### config.mk
export PLATFORM = sky130hd
export DESIGN_NAME = sgoc_top
export DESIGN_NICKNAME = d
export VERILOG_FILES = /design/src/rtl/sgoc_pkg.sv /design/src/rtl/sgoc_sync.sv /design/src/rtl/sgoc_cnt.sv /design/src/rtl/sgoc_top.sv
export SDC_FILE = /design/constraint.sdc
export NUM_CORES = 1
export LEC_CHECK = 0
export BUFFER_PORTS_ARGS = -buffer_cell sky130_fd_sc_hd__buf_2
export CELL_PAD_IN_SITES_DETAIL_PLACEMENT = 0
export CELL_PAD_IN_SITES_GLOBAL_PLACEMENT = 1
export CORE_MARGIN = 4
export CORE_UTILIZATION = 45
export CTS_CLUSTER_DIAMETER = 80
export DETAILED_ROUTE_END_ITERATION = 10
export GPL_TIMING_DRIVEN = 1
export MAX_ROUTING_LAYER = met4
export PLACE_DENSITY_LB_ADDON = 0.1
export SLEW_MARGIN = 15
export SYNTH_ARGS = -nofsm -noshare
export SYNTH_HDL_FRONTEND = slang
export SYNTH_SLANG_ARGS = --single-unit
export TNS_END_PERCENT = 10
### constraint.sdc
create_clock -name aclk -period 3.5 [get_ports aclk]
set_clock_uncertainty 0.05 [all_clocks]
set_input_delay 0.7 -clock aclk [delete_from_list [all_inputs] [get_ports aclk]]
set_output_delay 0.7 -clock aclk [all_outputs]
set_load 0.01 [all_outputs]
### src/rtl/sgoc_pkg.sv
// shared constants for the switchgear object control block
// assumes a single 200 MHz clock and an axi4-lite register bus
`default_nettype none
package sgoc_pkg;
	// clock rate and documented times
	localparam int unsigned     CLK_KHZ       = 200000;
	localparam int unsigned     PULSE_MAX_MS  = 200;   // max command pulse, 0.2 s
	localparam int unsigned     CTRL_TOUT_MS  = 10000; // control termination, 10 s
	localparam longint unsigned PULSE_MAX_CYC = longint'(PULSE_MAX_MS) * CLK_KHZ;
	localparam longint unsigned CTRL_TOUT_CYC = longint'(CTRL_TOUT_MS) * CLK_KHZ;
	// register byte offsets
	localparam int unsigned ADDR_W         = 8;
	localparam logic [7:0]  OFS_CTRL       = 8'h00;
	localparam logic [7:0]  OFS_CMD        = 8'h04;
	localparam logic [7:0]  OFS_STAT       = 8'h08;
	localparam logic [7:0]  OFS_SRC        = 8'h0C;
	localparam logic [7:0]  OFS_OPEN_OK    = 8'h10;
	localparam logic [7:0]  OFS_CLOSE_OK   = 8'h14;
	localparam logic [7:0]  OFS_OPEN_FAIL  = 8'h18;
	localparam logic [7:0]  OFS_CLOSE_FAIL = 8'h1C;
	// control register fields
	localparam int unsigned CTRL_TYPE_LSB = 0;
	localparam int unsigned CTRL_SYNC_BIT = 2;
	localparam int unsigned CTRL_RDY_LSB  = 3;
	localparam int unsigned CTRL_CLR_BIT  = 8;
	localparam int unsigned CMD_OPEN_BIT  = 0;
	localparam int unsigned CMD_CLOSE_BIT = 1;
	// status register fields
	localparam int unsigned STAT_POS_LSB  = 0;
	localparam int unsigned STAT_CART_LSB = 4;
	localparam int unsigned STAT_OPEN_CMD = 8;
	localparam int unsigned STAT_CLS_CMD  = 9;
	localparam int unsigned STAT_BUSY     = 10;
	localparam int unsigned STAT_READY    = 11;
	localparam int unsigned STAT_SYNC     = 12;
	// object types, in selector order
	typedef enum logic [1:0] {
		OBJ_WITHDRAWABLE,
		OBJ_BREAKER,
		OBJ_MOTOR_DISCONNECTOR_TYPE,
		OBJ_EARTH_SWITCH
	} sgoc_type_e;
	localparam sgoc_type_e TYPE_RST = OBJ_BREAKER;
	// readiness selector codes
	localparam logic [1:0] RDY_HIGH = 2'h0;
	localparam logic [1:0] RDY_LOW  = 2'h1;
	localparam logic [1:0] RDY_OFF  = 2'h2;
	// position codes, shared by breaker and cart
	localparam logic [2:0] POS_MID    = 3'h0;
	localparam logic [2:0] POS_FIRST  = 3'h1; // open, or cart out
	localparam logic [2:0] POS_SECOND = 3'h2; // closed, or cart in
	localparam logic [2:0] POS_BAD    = 3'h3;
	localparam logic [2:0] POS_UNUSED = 3'h4;
	// status input indices
	localparam int unsigned IN_OPEN     = 0;
	localparam int unsigned IN_CLOSE    = 1;
	localparam int unsigned IN_CART_IN  = 2;
	localparam int unsigned IN_CART_OUT = 3;
	localparam int unsigned IN_READY    = 4;
	localparam int unsigned IN_SYNC     = 5;
	localparam int unsigned N_IN        = 6;
	// bus responses
	localparam logic [1:0] RESP_OKAY   = 2'h0;
	localparam logic [1:0] RESP_SLVERR = 2'h2;

	// two contacts into one position code
	function automatic logic [2:0] pos_decode(input logic first_on, input logic second_on);
		case ({second_on, first_on})
			2'b01:   pos_decode = POS_FIRST;
			2'b10:   pos_decode = POS_SECOND;
			2'b11:   pos_decode = POS_BAD;
			default: pos_decode = POS_MID;
		endcase
	endfunction : pos_decode
endpackage : sgoc_pkg
`default_nettype wire

### src/rtl/sgoc_sync.sv
// three-stage synchroniser for asynchronous status pins
// assumes pins are slow contacts; a change passes once stages two and three agree
`default_nettype none
module sgoc_sync #(
	parameter int unsigned WIDTH = 6
) (
	// clock and reset
	input  wire logic             aclk,
	input  wire logic             aresetn,
	// raw pins and filtered result
	input  wire logic [WIDTH-1:0] pin,
	output var  logic [WIDTH-1:0] level
);
	logic [WIDTH-1:0] s1_ff; // first stage, read by s2 only
	logic [WIDTH-1:0] s2_ff;
	logic [WIDTH-1:0] s3_ff;

	// shift chain
	always_ff @(posedge aclk) begin
		if (!aresetn) begin
			s1_ff <= '0;
			s2_ff <= '0;
			s3_ff <= '0;
		end else begin
			s1_ff <= pin;
			s2_ff <= s1_ff;
			s3_ff <= s2_ff;
		end
	end

	// accept a bit only where the late stages agree
	always_ff @(posedge aclk) begin
		if (!aresetn) begin
			level <= '0;
		end else begin
			for (int i = 0; i < WIDTH; i++) begin
				if (s2_ff[i] == s3_ff[i]) begin
					level[i] <= s3_ff[i];
				end
			end
		end
	end
endmodule : sgoc_sync
`default_nettype wire

### src/rtl/sgoc_cnt.sv
// request statistics counter with synchronous clear
// assumes one increment pulse per event; holds at full scale instead of wrapping
`default_nettype none
module sgoc_cnt #(
	parameter int unsigned WIDTH = 32
) (
	// clock and reset
	input  wire logic             aclk,
	input  wire logic             aresetn,
	// control
	input  wire logic             clr,
	input  wire logic             inc,
	// value
	output var  logic [WIDTH-1:0] count
);
	// clear wins: a clear has to leave every counter at zero together
	always_ff @(posedge aclk) begin
		if (!aresetn) begin
			count <= '0;
		end else if (clr) begin
			count <= '0;
		end else if (inc && (count != '1)) begin
			count <= count + 1'b1;
		end
	end
endmodule : sgoc_cnt
`default_nettype wire

### src/rtl/sgoc_top.sv
// object control and monitoring for one switchgear object
// assumes an axi4-lite master, contact pins asynchronous, goose levels on aclk
//
// Overview of operation
// - synchrocheck in use blocks close without permission
// - readiness selector: high, low, or not checked
// - count successful open and close requests
// - count failed open and close requests
// - clear bit zeroes counters, returns to zero
// - withdrawable breaker: cart, breaker, checks, control
// - fixed breaker: position, control, checks, no cart
// - motor disconnector: position and control, no checks
// - earth switch: position only, no commands
// - open and close pulses on two relays
// - each status input from pin or goose
// - breaker position intermediate, open, closed, bad
// - cart position codes, four when unused
// - pulse ends at maximum or on status change
// - no change by timeout ends control, error
//
// Our own choices: the AXI4-Lite interface to the registers and the address map.
`default_nettype none
module sgoc_top #(
	parameter int unsigned PULSE_CYC = 32'(sgoc_pkg::PULSE_MAX_CYC),
	parameter int unsigned TOUT_CYC  = 32'(sgoc_pkg::CTRL_TOUT_CYC),
	parameter int unsigned CNT_W     = 32
) (
	// clock and reset
	input  wire logic        aclk,
	input  wire logic        aresetn,
	// axi4-lite write address
	input  wire logic [7:0]  awaddr,
	input  wire logic [2:0]  awprot,
	input  wire logic        awvalid,
	output var  logic        awready,
	// axi4-lite write data
	input  wire logic [31:0] wdata,
	input  wire logic [3:0]  wstrb,
	input  wire logic        wvalid,
	output var  logic        wready,
	// axi4-lite write response
	output var  logic [1:0]  bresp,
	output var  logic        bvalid,
	input  wire logic        bready,
	// axi4-lite read address
	input  wire logic [7:0]  araddr,
	input  wire logic [2:0]  arprot,
	input  wire logic        arvalid,
	output var  logic        arready,
	// axi4-lite read data
	output var  logic [31:0] rdata,
	output var  logic [1:0]  rresp,
	output var  logic        rvalid,
	input  wire logic        rready,
	// status contacts from digital input pins
	input  wire logic        open_status_input,
	input  wire logic        close_status_input,
	input  wire logic        cart_inserted_input,
	input  wire logic        cart_withdrawn_input,
	input  wire logic        ready_status_input,
	input  wire logic        sync_permit_input,
	// same statuses received by goose, on aclk
	input  wire logic [5:0]  goose_status,
	// output relays and error event
	output var  logic        first_output_relay,
	output var  logic        second_output_relay,
	output var  logic        control_error
);
	typedef enum logic [1:0] {ST_IDLE, ST_OPEN, ST_CLOSE} sgoc_state_e;

	// configuration registers
	sgoc_pkg::sgoc_type_e obj_type_ff;   // object type selector
	logic                 sync_use_ff;   // synchrocheck in use
	logic [1:0]           rdy_sel_ff;    // readiness selector
	logic                 clr_ff;        // clear statistics, self returning
	logic [5:0]           src_sel_ff;    // per input: 1 takes goose
	logic                 open_req_ff;   // request pulses from command writes
	logic                 close_req_ff;
	// axi bookkeeping
	logic                 aw_held_ff;
	logic                 w_held_ff;
	logic [7:0]           awaddr_ff;
	logic [31:0]          wdata_ff;
	logic [3:0]           wstrb_ff;
	logic                 do_write;
	// status path
	logic [5:0]           pin_level;     // synchronised pins
	logic [5:0]           sts;           // selected sources
	logic [2:0]           brk_pos;
	logic [2:0]           cart_pos;
	logic                 sync_ok;
	logic                 ready_ok;
	logic                 is_breaker;
	// control sequencer
	sgoc_state_e          state_ff;
	sgoc_state_e          nxt_state;
	logic [31:0]          timer_ff;
	logic                 reached;       // target position seen
	logic                 timed_out;
	logic                 open_ok_inc;
	logic                 close_ok_inc;
	logic                 open_fail_inc;
	logic                 close_fail_inc;
	logic                 nxt_error;
	// statistics
	logic [CNT_W-1:0]     open_ok_cnt;
	logic [CNT_W-1:0]     close_ok_cnt;
	logic [CNT_W-1:0]     open_fail_cnt;
	logic [CNT_W-1:0]     close_fail_cnt;

	// merge write strobes into an old word
	function automatic logic [31:0] strb_merge(input logic [31:0] old_v,
		input logic [31:0] new_v, input logic [3:0] strb);
		strb_merge = old_v;
		for (int b = 0; b < 4; b++) begin
			if (strb[b]) begin
				strb_merge[8*b +: 8] = new_v[8*b +: 8];
			end
		end
	endfunction : strb_merge

	// address in map, aligned, within the eight words
	function automatic logic addr_hit(input logic [7:0] a);
		addr_hit = (a[1:0] == 2'h0) && (a <= sgoc_pkg::OFS_CLOSE_FAIL);
	endfunction : addr_hit

	// ---------------- status inputs ----------------
	sgoc_sync #(
		.WIDTH (sgoc_pkg::N_IN)
	) u_sync (
		.aclk    (aclk),
		.aresetn (aresetn),
		.pin     ({sync_permit_input, ready_status_input, cart_withdrawn_input,
		           cart_inserted_input, close_status_input, open_status_input}),
		.level   (pin_level)
	);

	// source select per input, goose needs no synchroniser
	always_comb begin
		for (int i = 0; i < sgoc_pkg::N_IN; i++) begin
			sts[i] = src_sel_ff[i] ? goose_status[i] : pin_level[i];
		end
	end

	// position decode relies on the contacts meaning what they say
	always_comb begin
		brk_pos = sgoc_pkg::pos_decode(sts[sgoc_pkg::IN_OPEN],
			sts[sgoc_pkg::IN_CLOSE]);
		if (obj_type_ff == sgoc_pkg::OBJ_WITHDRAWABLE) begin
			cart_pos = sgoc_pkg::pos_decode(sts[sgoc_pkg::IN_CART_OUT],
				sts[sgoc_pkg::IN_CART_IN]);
		end else begin
			cart_pos = sgoc_pkg::POS_UNUSED;
		end
	end

	// close gates, only breaker types check them
	always_comb begin
		is_breaker = (obj_type_ff == sgoc_pkg::OBJ_WITHDRAWABLE) ||
			(obj_type_ff == sgoc_pkg::OBJ_BREAKER);
		sync_ok = !sync_use_ff || sts[sgoc_pkg::IN_SYNC];
		case (rdy_sel_ff)
			sgoc_pkg::RDY_HIGH: ready_ok = sts[sgoc_pkg::IN_READY];
			sgoc_pkg::RDY_LOW:  ready_ok = !sts[sgoc_pkg::IN_READY];
			default:            ready_ok = 1'b1;
		endcase
	end

	// ---------------- control sequencer ----------------
	// target reached ends the pulse early; status is checked every cycle
	always_comb begin
		reached = (state_ff == ST_OPEN) ? (brk_pos == sgoc_pkg::POS_FIRST) :
			(brk_pos == sgoc_pkg::POS_SECOND);
		timed_out = (timer_ff >= TOUT_CYC - 1);
	end

	// next state and statistics events
	always_comb begin
		nxt_state      = state_ff;
		open_ok_inc    = 1'b0;
		close_ok_inc   = 1'b0;
		open_fail_inc  = 1'b0;
		close_fail_inc = 1'b0;
		nxt_error      = 1'b0;
		case (state_ff)
			ST_IDLE: begin
				// open takes priority over a simultaneous close
				if (open_req_ff) begin
					if (obj_type_ff == sgoc_pkg::OBJ_EARTH_SWITCH) begin
						open_fail_inc = 1'b1;
					end else begin
						nxt_state = ST_OPEN;
					end
				end else if (close_req_ff) begin
					if (obj_type_ff == sgoc_pkg::OBJ_EARTH_SWITCH) begin
						close_fail_inc = 1'b1;
					end else if (is_breaker && !(sync_ok && ready_ok)) begin
						close_fail_inc = 1'b1;
					end else begin
						nxt_state = ST_CLOSE;
					end
				end
			end
			ST_OPEN, ST_CLOSE: begin
				if (reached) begin
					nxt_state    = ST_IDLE;
					open_ok_inc  = (state_ff == ST_OPEN);
					close_ok_inc = (state_ff == ST_CLOSE);
				end else if (timed_out) begin
					nxt_state      = ST_IDLE;
					nxt_error      = 1'b1;
					open_fail_inc  = (state_ff == ST_OPEN);
					close_fail_inc = (state_ff == ST_CLOSE);
				end
			end
			default: begin
				nxt_state = ST_IDLE;
			end
		endcase
	end

	// state register and error event pulse
	always_ff @(posedge aclk) begin
		if (!aresetn) begin
			state_ff      <= ST_IDLE;
			control_error <= 1'b0;
		end else begin
			state_ff      <= nxt_state;
			control_error <= nxt_error;
		end
	end

	// elapsed time since the command started
	always_ff @(posedge aclk) begin
		if (!aresetn || state_ff == ST_IDLE) begin
			timer_ff <= '0;
		end else begin
			timer_ff <= timer_ff + 32'h0000_0001;
		end
	end

	// relays: on at entry, off at max length or on status change
	always_ff @(posedge aclk) begin
		if (!aresetn) begin
			first_output_relay  <= 1'b0;
			second_output_relay <= 1'b0;
		end else begin
			first_output_relay  <= (nxt_state == ST_OPEN) &&
				!(state_ff == ST_OPEN && timer_ff >= PULSE_CYC - 1);
			second_output_relay <= (nxt_state == ST_CLOSE) &&
				!(state_ff == ST_CLOSE && timer_ff >= PULSE_CYC - 1);
		end
	end

	// ---------------- statistics ----------------
	sgoc_cnt #(.WIDTH(CNT_W)) u_open_ok (
		.aclk (aclk), .aresetn (aresetn), .clr (clr_ff),
		.inc  (open_ok_inc), .count (open_ok_cnt)
	);
	sgoc_cnt #(.WIDTH(CNT_W)) u_close_ok (
		.aclk (aclk), .aresetn (aresetn), .clr (clr_ff),
		.inc  (close_ok_inc), .count (close_ok_cnt)
	);
	sgoc_cnt #(.WIDTH(CNT_W)) u_open_fail (
		.aclk (aclk), .aresetn (aresetn), .clr (clr_ff),
		.inc  (open_fail_inc), .count (open_fail_cnt)
	);
	sgoc_cnt #(.WIDTH(CNT_W)) u_close_fail (
		.aclk (aclk), .aresetn (aresetn), .clr (clr_ff),
		.inc  (close_fail_inc), .count (close_fail_cnt)
	);

	// ---------------- axi4-lite write side ----------------
	assign awready  = !aw_held_ff && !bvalid;
	assign wready   = !w_held_ff && !bvalid;
	assign do_write = aw_held_ff && w_held_ff && !bvalid;

	// hold address and data until both have arrived, in either order
	always_ff @(posedge aclk) begin
		if (!aresetn) begin
			aw_held_ff <= 1'b0;
			w_held_ff  <= 1'b0;
			awaddr_ff  <= 8'h00;
			wdata_ff   <= 32'h0000_0000;
			wstrb_ff   <= 4'h0;
		end else begin
			if (awvalid && awready) begin
				aw_held_ff <= 1'b1;
				awaddr_ff  <= awaddr;
			end else if (do_write) begin
				aw_held_ff <= 1'b0;
			end
			if (wvalid && wready) begin
				w_held_ff <= 1'b1;
				wdata_ff  <= wdata;
				wstrb_ff  <= wstrb;
			end else if (do_write) begin
				w_held_ff <= 1'b0;
			end
		end
	end

	// write response, unmapped addresses answer slverr
	always_ff @(posedge aclk) begin
		if (!aresetn) begin
			bvalid <= 1'b0;
			bresp  <= sgoc_pkg::RESP_OKAY;
		end else if (do_write) begin
			bvalid <= 1'b1;
			bresp  <= addr_hit(awaddr_ff) ? sgoc_pkg::RESP_OKAY : sgoc_pkg::RESP_SLVERR;
		end else if (bready) begin
			bvalid <= 1'b0;
		end
	end

	// configuration writes; counters and status are read only
	always_ff @(posedge aclk) begin
		logic [31:0] m;
		m = 32'h0000_0000;
		if (!aresetn) begin
			obj_type_ff <= sgoc_pkg::TYPE_RST;
			sync_use_ff <= 1'b0;
			rdy_sel_ff  <= sgoc_pkg::RDY_OFF;
			src_sel_ff  <= 6'h00;
		end else if (do_write && awaddr_ff == sgoc_pkg::OFS_CTRL) begin
			m = strb_merge({23'h0, clr_ff, 3'h0, rdy_sel_ff, sync_use_ff, obj_type_ff},
				wdata_ff, wstrb_ff);
			obj_type_ff <= sgoc_pkg::sgoc_type_e'(m[sgoc_pkg::CTRL_TYPE_LSB +: 2]);
			sync_use_ff <= m[sgoc_pkg::CTRL_SYNC_BIT];
			rdy_sel_ff  <= m[sgoc_pkg::CTRL_RDY_LSB +: 2];
		end else if (do_write && awaddr_ff == sgoc_pkg::OFS_SRC) begin
			m = strb_merge({26'h0, src_sel_ff}, wdata_ff, wstrb_ff);
			src_sel_ff <= m[5:0];
		end
	end

	// one-cycle clear and request pulses from writes
	always_ff @(posedge aclk) begin
		if (!aresetn) begin
			clr_ff       <= 1'b0;
			open_req_ff  <= 1'b0;
			close_req_ff <= 1'b0;
		end else begin
			clr_ff <= do_write && awaddr_ff == sgoc_pkg::OFS_CTRL && wstrb_ff[1] &&
				wdata_ff[sgoc_pkg::CTRL_CLR_BIT];
			open_req_ff  <= do_write && awaddr_ff == sgoc_pkg::OFS_CMD && wstrb_ff[0] &&
				wdata_ff[sgoc_pkg::CMD_OPEN_BIT];
			close_req_ff <= do_write && awaddr_ff == sgoc_pkg::OFS_CMD && wstrb_ff[0] &&
				wdata_ff[sgoc_pkg::CMD_CLOSE_BIT];
		end
	end

	// ---------------- axi4-lite read side ----------------
	assign arready = !rvalid;

	// registered read data, one cycle after the address
	always_ff @(posedge aclk) begin
		if (!aresetn) begin
			rvalid <= 1'b0;
			rdata  <= 32'h0000_0000;
			rresp  <= sgoc_pkg::RESP_OKAY;
		end else if (arvalid && arready) begin
			rvalid <= 1'b1;
			rresp  <= addr_hit(araddr) ? sgoc_pkg::RESP_OKAY : sgoc_pkg::RESP_SLVERR;
			case (araddr)
				sgoc_pkg::OFS_CTRL:
					rdata <= {23'h0, clr_ff, 3'h0, rdy_sel_ff, sync_use_ff, obj_type_ff};
				sgoc_pkg::OFS_STAT:
					rdata <= {19'h0, sts[sgoc_pkg::IN_SYNC], sts[sgoc_pkg::IN_READY],
						(state_ff != ST_IDLE), second_output_relay, first_output_relay,
						1'b0, cart_pos, 1'b0, brk_pos};
				sgoc_pkg::OFS_SRC:        rdata <= {26'h0, src_sel_ff};
				sgoc_pkg::OFS_OPEN_OK:    rdata <= 32'(open_ok_cnt);
				sgoc_pkg::OFS_CLOSE_OK:   rdata <= 32'(close_ok_cnt);
				sgoc_pkg::OFS_OPEN_FAIL:  rdata <= 32'(open_fail_cnt);
				sgoc_pkg::OFS_CLOSE_FAIL: rdata <= 32'(close_fail_cnt);
				default:                  rdata <= 32'h0000_0000;
			endcase
		end else if (rready) begin
			rvalid <= 1'b0;
		end
	end
endmodule : sgoc_top
`default_nettype wire

==> results of run 1 <==
-- report_power, final --
part           switching, mW  leakage (nW)  internal (mW)  total [mW]
Sequential            0.0175          2.08           2.96        2.98
Combinational          0.111          2.13         0.0636       0.175
Clock                   1.20         0.458           1.70        2.90
Total                   1.33          4.67           4.73        6.06
-- cells in the mapped netlist (2+ instances only) --
| cell | number |
|---|---|
| o31a_1 | 3 |
| or2_2 | 2 |
| a211oi_1 | 4 |
| nand4_1 | 35 |
| nand3b_1 | 3 |
| o31ai_1 | 31 |
| or3_1 | 33 |
| o21ai_0 | 41 |
| xnor2_1 | 36 |
| nand2b_1 | 20 |
| nor2_1 | 121 |
| mux2i_1 | 34 |
| nor4_1 | 22 |
| buf_4 | 3 |
| nor3b_1 | 6 |
| nand2_1 | 145 |
| nor2b_1 | 45 |
| clkbuf_1 | 67 |
| nor3_1 | 21 |
| buf_6 | 2 |
| a22oi_1 | 59 |
| and3_1 | 35 |
| a21oi_1 | 119 |
| a21boi_0 | 26 |
| nand3_1 | 62 |
| o211ai_1 | 2 |
| inv_1 | 24 |
| o2111ai_1 | 2 |
| a221oi_1 | 5 |
| buf_2 | 10 |
| a311oi_1 | 2 |
| nor4b_1 | 2 |
| a222oi_1 | 5 |
| or4_1 | 37 |
| nor3_2 | 2 |
| xor2_1 | 48 |
| and2_1 | 34 |
| a21o_1 | 4 |
| dfxtp_1 | 258 |
| and4_1 | 21 |
| a31oi_1 | 6 |
| ha_1 | 9 |
| a2111oi_0 | 2 |
-- worst paths after layout --
kind	to	slack, ps
max	u_open_fail.count[25]	600
min	u_sync.s1_ff[4]	320
max reg2reg	u_open_fail.count[25]	600
min reg2reg	u_sync.s2_ff[2]	380
-- cells by family after synthesis --
logic type | after synthesis | share of synthesized area [%]
AOI/OAI and AO/OA | 320 | 16.7
and+or+nand+nor | 654 | 28.1
xor gates and xnor gates | 84 | 5.96
buffers and inverters | 107 | 3.57
muxes | 35 | 2.85
other | 1 | 0.0304
adders and majority gates | 9 | 0.912
DFF | 258 | 41.8
-- sequential cells by signal, summed over array words and instances, names as in the netlist, 2 cells and up --
register            flops
wdata_ff                7
rdy_sel_ff              2
src_sel_ff              6
u_open_fail.count      32
wstrb_ff                2
rdata                  32
state_ff                2
obj_type_ff             2
u_sync.s1_ff            6
u_close_fail.count     32
timer_ff               32
u_sync.s3_ff            6
u_sync.level            6
u_open_ok.count        32
awaddr_ff               8
u_close_ok.count       32
u_sync.s2_ff            6
-- metal layers --
| metal | share of wire (%) | wire length (µm) |
|---|---|---|
| met5 | 0 | 0 |
| met4 | 2.7 | 906 |
| met3 | 4.8 | 1630 |
| met2 | 44 | 14900 |
| met1 | 48 | 16200 |
-- final cells by class --
type                    instances  area share, %
well taps                     341           3.04
flip-flops and latches        258           36.8
clock buffers                  42           6.17
multi-input cells            1104           48.3
clock inverters                 9          0.366
inverters                      24          0.643
repair buffers                111           4.60
==> out/qor.yml, run 1 <==
ys_warn_count: 0
area_growth_syn_to_layout_pct: 13.6
cts_tree: "yes"
rr_startpoint: "timer_ff[0]"
ys_async_sr_fraction_pct: 0
htreeDepth: 1
synth_top_area_share_pct: 41.8
slew_headroom_pct: 31.2
min_from: "ready_status_input"
layout_commonest_cell: "dfxtp_1"
report.power.total_mw: 6.06
num_rows: 60
dpl_cell_area_um2: 13100
path_cells: "ha_1 -> and3_1 -> nand4_1 -> a311oi_1 -> a211oi_1 -> o31a_1 -> buf_12 -> or4_1 -> a21oi_1"
worstHoldPathType: "input port to register"
crit_start: "timer_ff[0]"
endpoint_kind: "register"
fin_cells: 1889
netlist_top_cells_area: "dfxtp_1 42%, a21oi_1 4.8%, nand2_1 4.4%"
drv_slew: 0
drt_iter0_drc: 714
num_io_pins: 121
min_period_ps: 2900
tns_ps: 0
antenna_found_initial: 0
wirelength_mm: 33.6
die_h_um: 174
timing.hold.ws_ps: 317
clock_sinks: 258
hpwl_mm: 23.6
post_cts_resized: 0
io_buffers: 85
met1_usage_pct: 30.7
multi_input_area_um2: 6780
status: "completed"
cpMaxStageDelayCell: "or4_1"
clk_latency_ps: 540
first_global_vias: 9993
hold_violations: 0
diodes: 0
crit_required_ps: 3920
worstPathMaxFanout: 57
gp_congestion: 0.865
startpoint_type: "register"
finalWorstSetupSlack_ps: 597
drc: 0
avgSynthCellArea_um2: 8.41
use_met3_pct: 3.66
regArea_um2: 5160
fin_util_pct: 52.0
core_region_area_um2: 27000
dp_slack_ps: 405
ys_seq_area_share_pct: 41.8
ys_ff_latch: 258
drive_gt1_share_pct: 11.4
synth_area_um2: 12300
ant_nets: 0
syn_inst: 1468
cap_violations: 0
firstDrtPassIters: 7
clk_pin_slew_ps: 60
start_util_pct: 45.8
worstSetupPathType: "register to register"
path_depth: 9
grt_setup_unrepaired: "false"
power.density_nw_per_um2: 432
final_cell_mix: "258 x dfxtp_1, 145 x nand2_1, 119 x a21oi_1"
crit_path_max_incr_delay_ps: 530
wl_per_cell_um: 17.8
cts_setup_buffers: 0
clockBufferDepth: 3
cts_root_buf: "clkbuf_16"
tightest_slew_ps: 1030
synth-main-ff-cell: "dfxtp_1"
hold_buffers: 0
synth-edff-count: 0
fp.dieArea_um2: 30100
viasPerCell: 5.75
grt_max_degree: 58
fin_nets: 1614
busiest_layer: "met2"
fin_crit_sh_pct: 82.9
arrival_ps: 3330
fmax_ghz: 0.344
critical_path.top_delay_family: "compound AO/OA/AOI/OAI gates"
fill_cells: 2557
peakVddDrop_v: 0.000308
grt_usage_pct: 22.2
ys_types: 63
grt-ovfl-total: 0
cts_buffers: 29
place_inst: 1838
setup_viol: 0
yosysTopAreaCell: "dfxtp_1"
num_vias: 10900
p_leak_nw: 4.67
critPathBufInv: 1
use_met2_pct: 33.9
final_cell_area_um2: 14000
hold_depth: 2
die_w_um: 174
grt_pass1_wl_mm: 54.1
reg2reg_depth: 9
(Power assumes the default switching activity.)
==> run 2: changes to the inputs <==
- ABC_AREA: default -> 1
- CORE_UTILIZATION: 45 -> 39
- clock period: 3.5 -> 2.47 ns (I/O delays scaled with it)
==> run 2 against run 1 <==
Effect of this change: via count grew 36%; count of clock-buffer cells in the layout grew 1; cell area grew 18%; die area grew 32%; sequential power grew 42%; critical endpoint is now u_open_ok.count[24]; highest routed layer unchanged.
==> out/qor.yml, run 2 <==
status: "completed"
final_cell_mix: "655 x nand2_1, 258 x dfxtp_1, 231 x nor2_1"
fmax_ghz: 0.452
grt_pass1_wl_mm: 76.6
num_io_pins: 121
cts_setup_buffers: 0
grt_setup_unrepaired: "false"
synthAdderAreaFrac_pct: 0.787
multi_input_area_um2: 7930
cts_buffers: 31
synth-main-ff-cell: "dfxtp_1"
critical_path.top_delay_family: "simple AND/OR/NAND/NOR gates"
start_util_pct: 39.9
first_global_vias: 13800
ys_types: 47
die_h_um: 200
tns_ps: 0
report.power.total_mw: 9.00
min_period_ps: 2210
fp.dieArea_um2: 39800
yosysTopAreaCell: "dfxtp_1"
place_inst: 2747
netlist_top_cells_area: "dfxtp_1 36%, nand2_1 17%, a21oi_1 7.3%"
io_buffers: 85
critPathBufInv: 1
ant_nets: 0
area_growth_syn_to_layout_pct: 15.6
num_vias: 14800
core_region_area_um2: 35900
fill_cells: 3821
synthTopCellsByCount: "656 x nand2_1, 258 x dfxtp_1, 232 x nor2_1"
antenna_found_initial: 3
synth_top_family_by_area: "simple AND/OR/NAND/NOR gates"
drv_slew: 0
synth.most_common_cell: "nand2_1"
endpoint_kind: "register"
synth_top_area_share_pct: 36.1
timing.hold.ws_ps: 34.8
worstPathMaxFanout: 5
tightest_slew_ps: 647
peakVddDrop_v: 0.000599
slew_headroom_pct: 56.5
dp_slack_ps: 79.7
clockBufferDepth: 3
cpMaxStageDelayCell: "dfxtp_1"
cts_tree: "yes"
viasPerCell: 5.28
gp_congestion: 0.943
num_rows: 69
layout_commonest_cell: "nand2_1"
drt_iter0_drc: 1103
cts_root_buf: "clkbuf_16"
fin_crit_sh_pct: 89.6
path_cells: "ha_1 -> nand2_1 -> nor3_1 -> buf_4 -> nor3b_1 -> nand3_1 -> nor4_1 -> nor2_1"
avgSynthCellArea_um2: 6.46
clk_latency_ps: 600
hpwl_mm: 37.0
fin_util_pct: 46.1
ys_seq_area_share_pct: 36.1
ys_async_sr_fraction_pct: 0
drc: 0
power.density_nw_per_um2: 544
synth_mux_area_share_pct: 0.0699
yosys.area_share.xor_xnor_pct: 4.34
syn_inst: 2216
cap_violations: 0
ys_warn_count: 0
final_cell_area_um2: 16600
clk_pin_slew_ps: 60
synth_compound_area_share_pct: 13.5
die_w_um: 200
grt_usage_pct: 24.8
worstSetupPathType: "register to register"
wirelength_mm: 48.7
wl_per_cell_um: 17.4
hold_violations: 0
worstHoldPathType: "input port to register"
fin_nets: 2407
grt_max_degree: 59
fin_cells: 2806
drive_gt1_share_pct: 10.4
p_leak_nw: 6.15
grt-ovfl-total: 0
arrival_ps: 2640
startpoint_type: "register"
firstDrtPassIters: 6
synth_area_um2: 14300
htreeDepth: 1
ys_ff_latch: 258
crit_path_max_incr_delay_ps: 440
finalWorstSetupSlack_ps: 256
clock_sinks: 258
synth-edff-count: 0
synth-simple-area-share_pct: 36.4
crit_required_ps: 2890
dpl_cell_area_um2: 15500
regArea_um2: 5160
setup_viol: 0
-- run 2: cell types whose count changed after synthesis, sizes merged, moves of 35 or more --
cell,previous run,this run
nand4,36,97
or4,37,0
and3,35,0
inv,24,219
nor2,121,241
nand2,145,661
o21ai,41,95
a22oi,59,4
a21oi,119,209
nor3,23,91
nor2b,45,0
-- run 2: power breakdown --
| part | internal (mW) | switching (mW) | leakage, nW |
|---|---|---|---|
| Combinational | 0.0921 | 0.197 | 3.57 |
| Clock | 2.58 | 1.90 | 0.488 |
| Sequential | 4.21 | 0.0232 | 2.09 |
| Total | 6.88 | 2.12 | 6.15 |
-- run 2: layout make-up --
class,count,share of cell area [%]
antenna,3,0.0453
clock buffer,43,5.32
clock inverter,11,0.612
inverter,221,5.01
multi-input combinational,1652,47.9
sequential,258,31.2
tap,461,3.48
timing repair buffer,157,6.46
-- run 2: kinds of logic (layout without fill, tap and decap cells) --
kind of cell,count (synthesis),count (layout)
flops,258,258
mux,1,1
fa+ha+maj,9,9
buf+inv,307,432
simple gates,1208,1208
compound gates,361,361
other cells,1,5
xor+xnor,71,71
-- run 2: path summary, 6_finish.rpt --
path	start	end	slack [ps]	cells after the start
max	u_open_ok.count[0]	u_open_ok.count[24]	260	8
min	cart_withdrawn_input	u_sync.s1_ff[3]	30	3
min reg2reg	u_sync.s1_ff[5]	u_sync.s2_ff[5]	360	2
max reg2reg	u_open_ok.count[0]	u_open_ok.count[24]	260	8
-- run 2: metal layers --
metal / wire [µm] / part of all wire [%] / vias to the layer above / global-route usage (%)
met5: 0 / 0 / - / -
met4: 1620 / 3.3 / 0 / 7.30
met3: 2800 / 5.7 / 105 / 3.68
met2: 22100 / 45 / 395 / 38.7
met1: 22300 / 46 / 6809 / 33.6
li1: - / - / 7505 / -
-- run 2: what timing repair did --
action	4_1_cts	5_1_grt
endpoints found under the setup margin	0	65
endpoints found under the hold margin	2	0
gates resized for setup	0	6
hold buffers	2	0
-- run 2: worst register-to-register path, stage by stage, from the launching register on --
cell and delay (ps):
dfxtp_1 440, ha_1 240, nand2_1 110, nor3_1 210, buf_4 160, nor3b_1 230
nand3_1 230, nor4_1 330, nor2_1 80
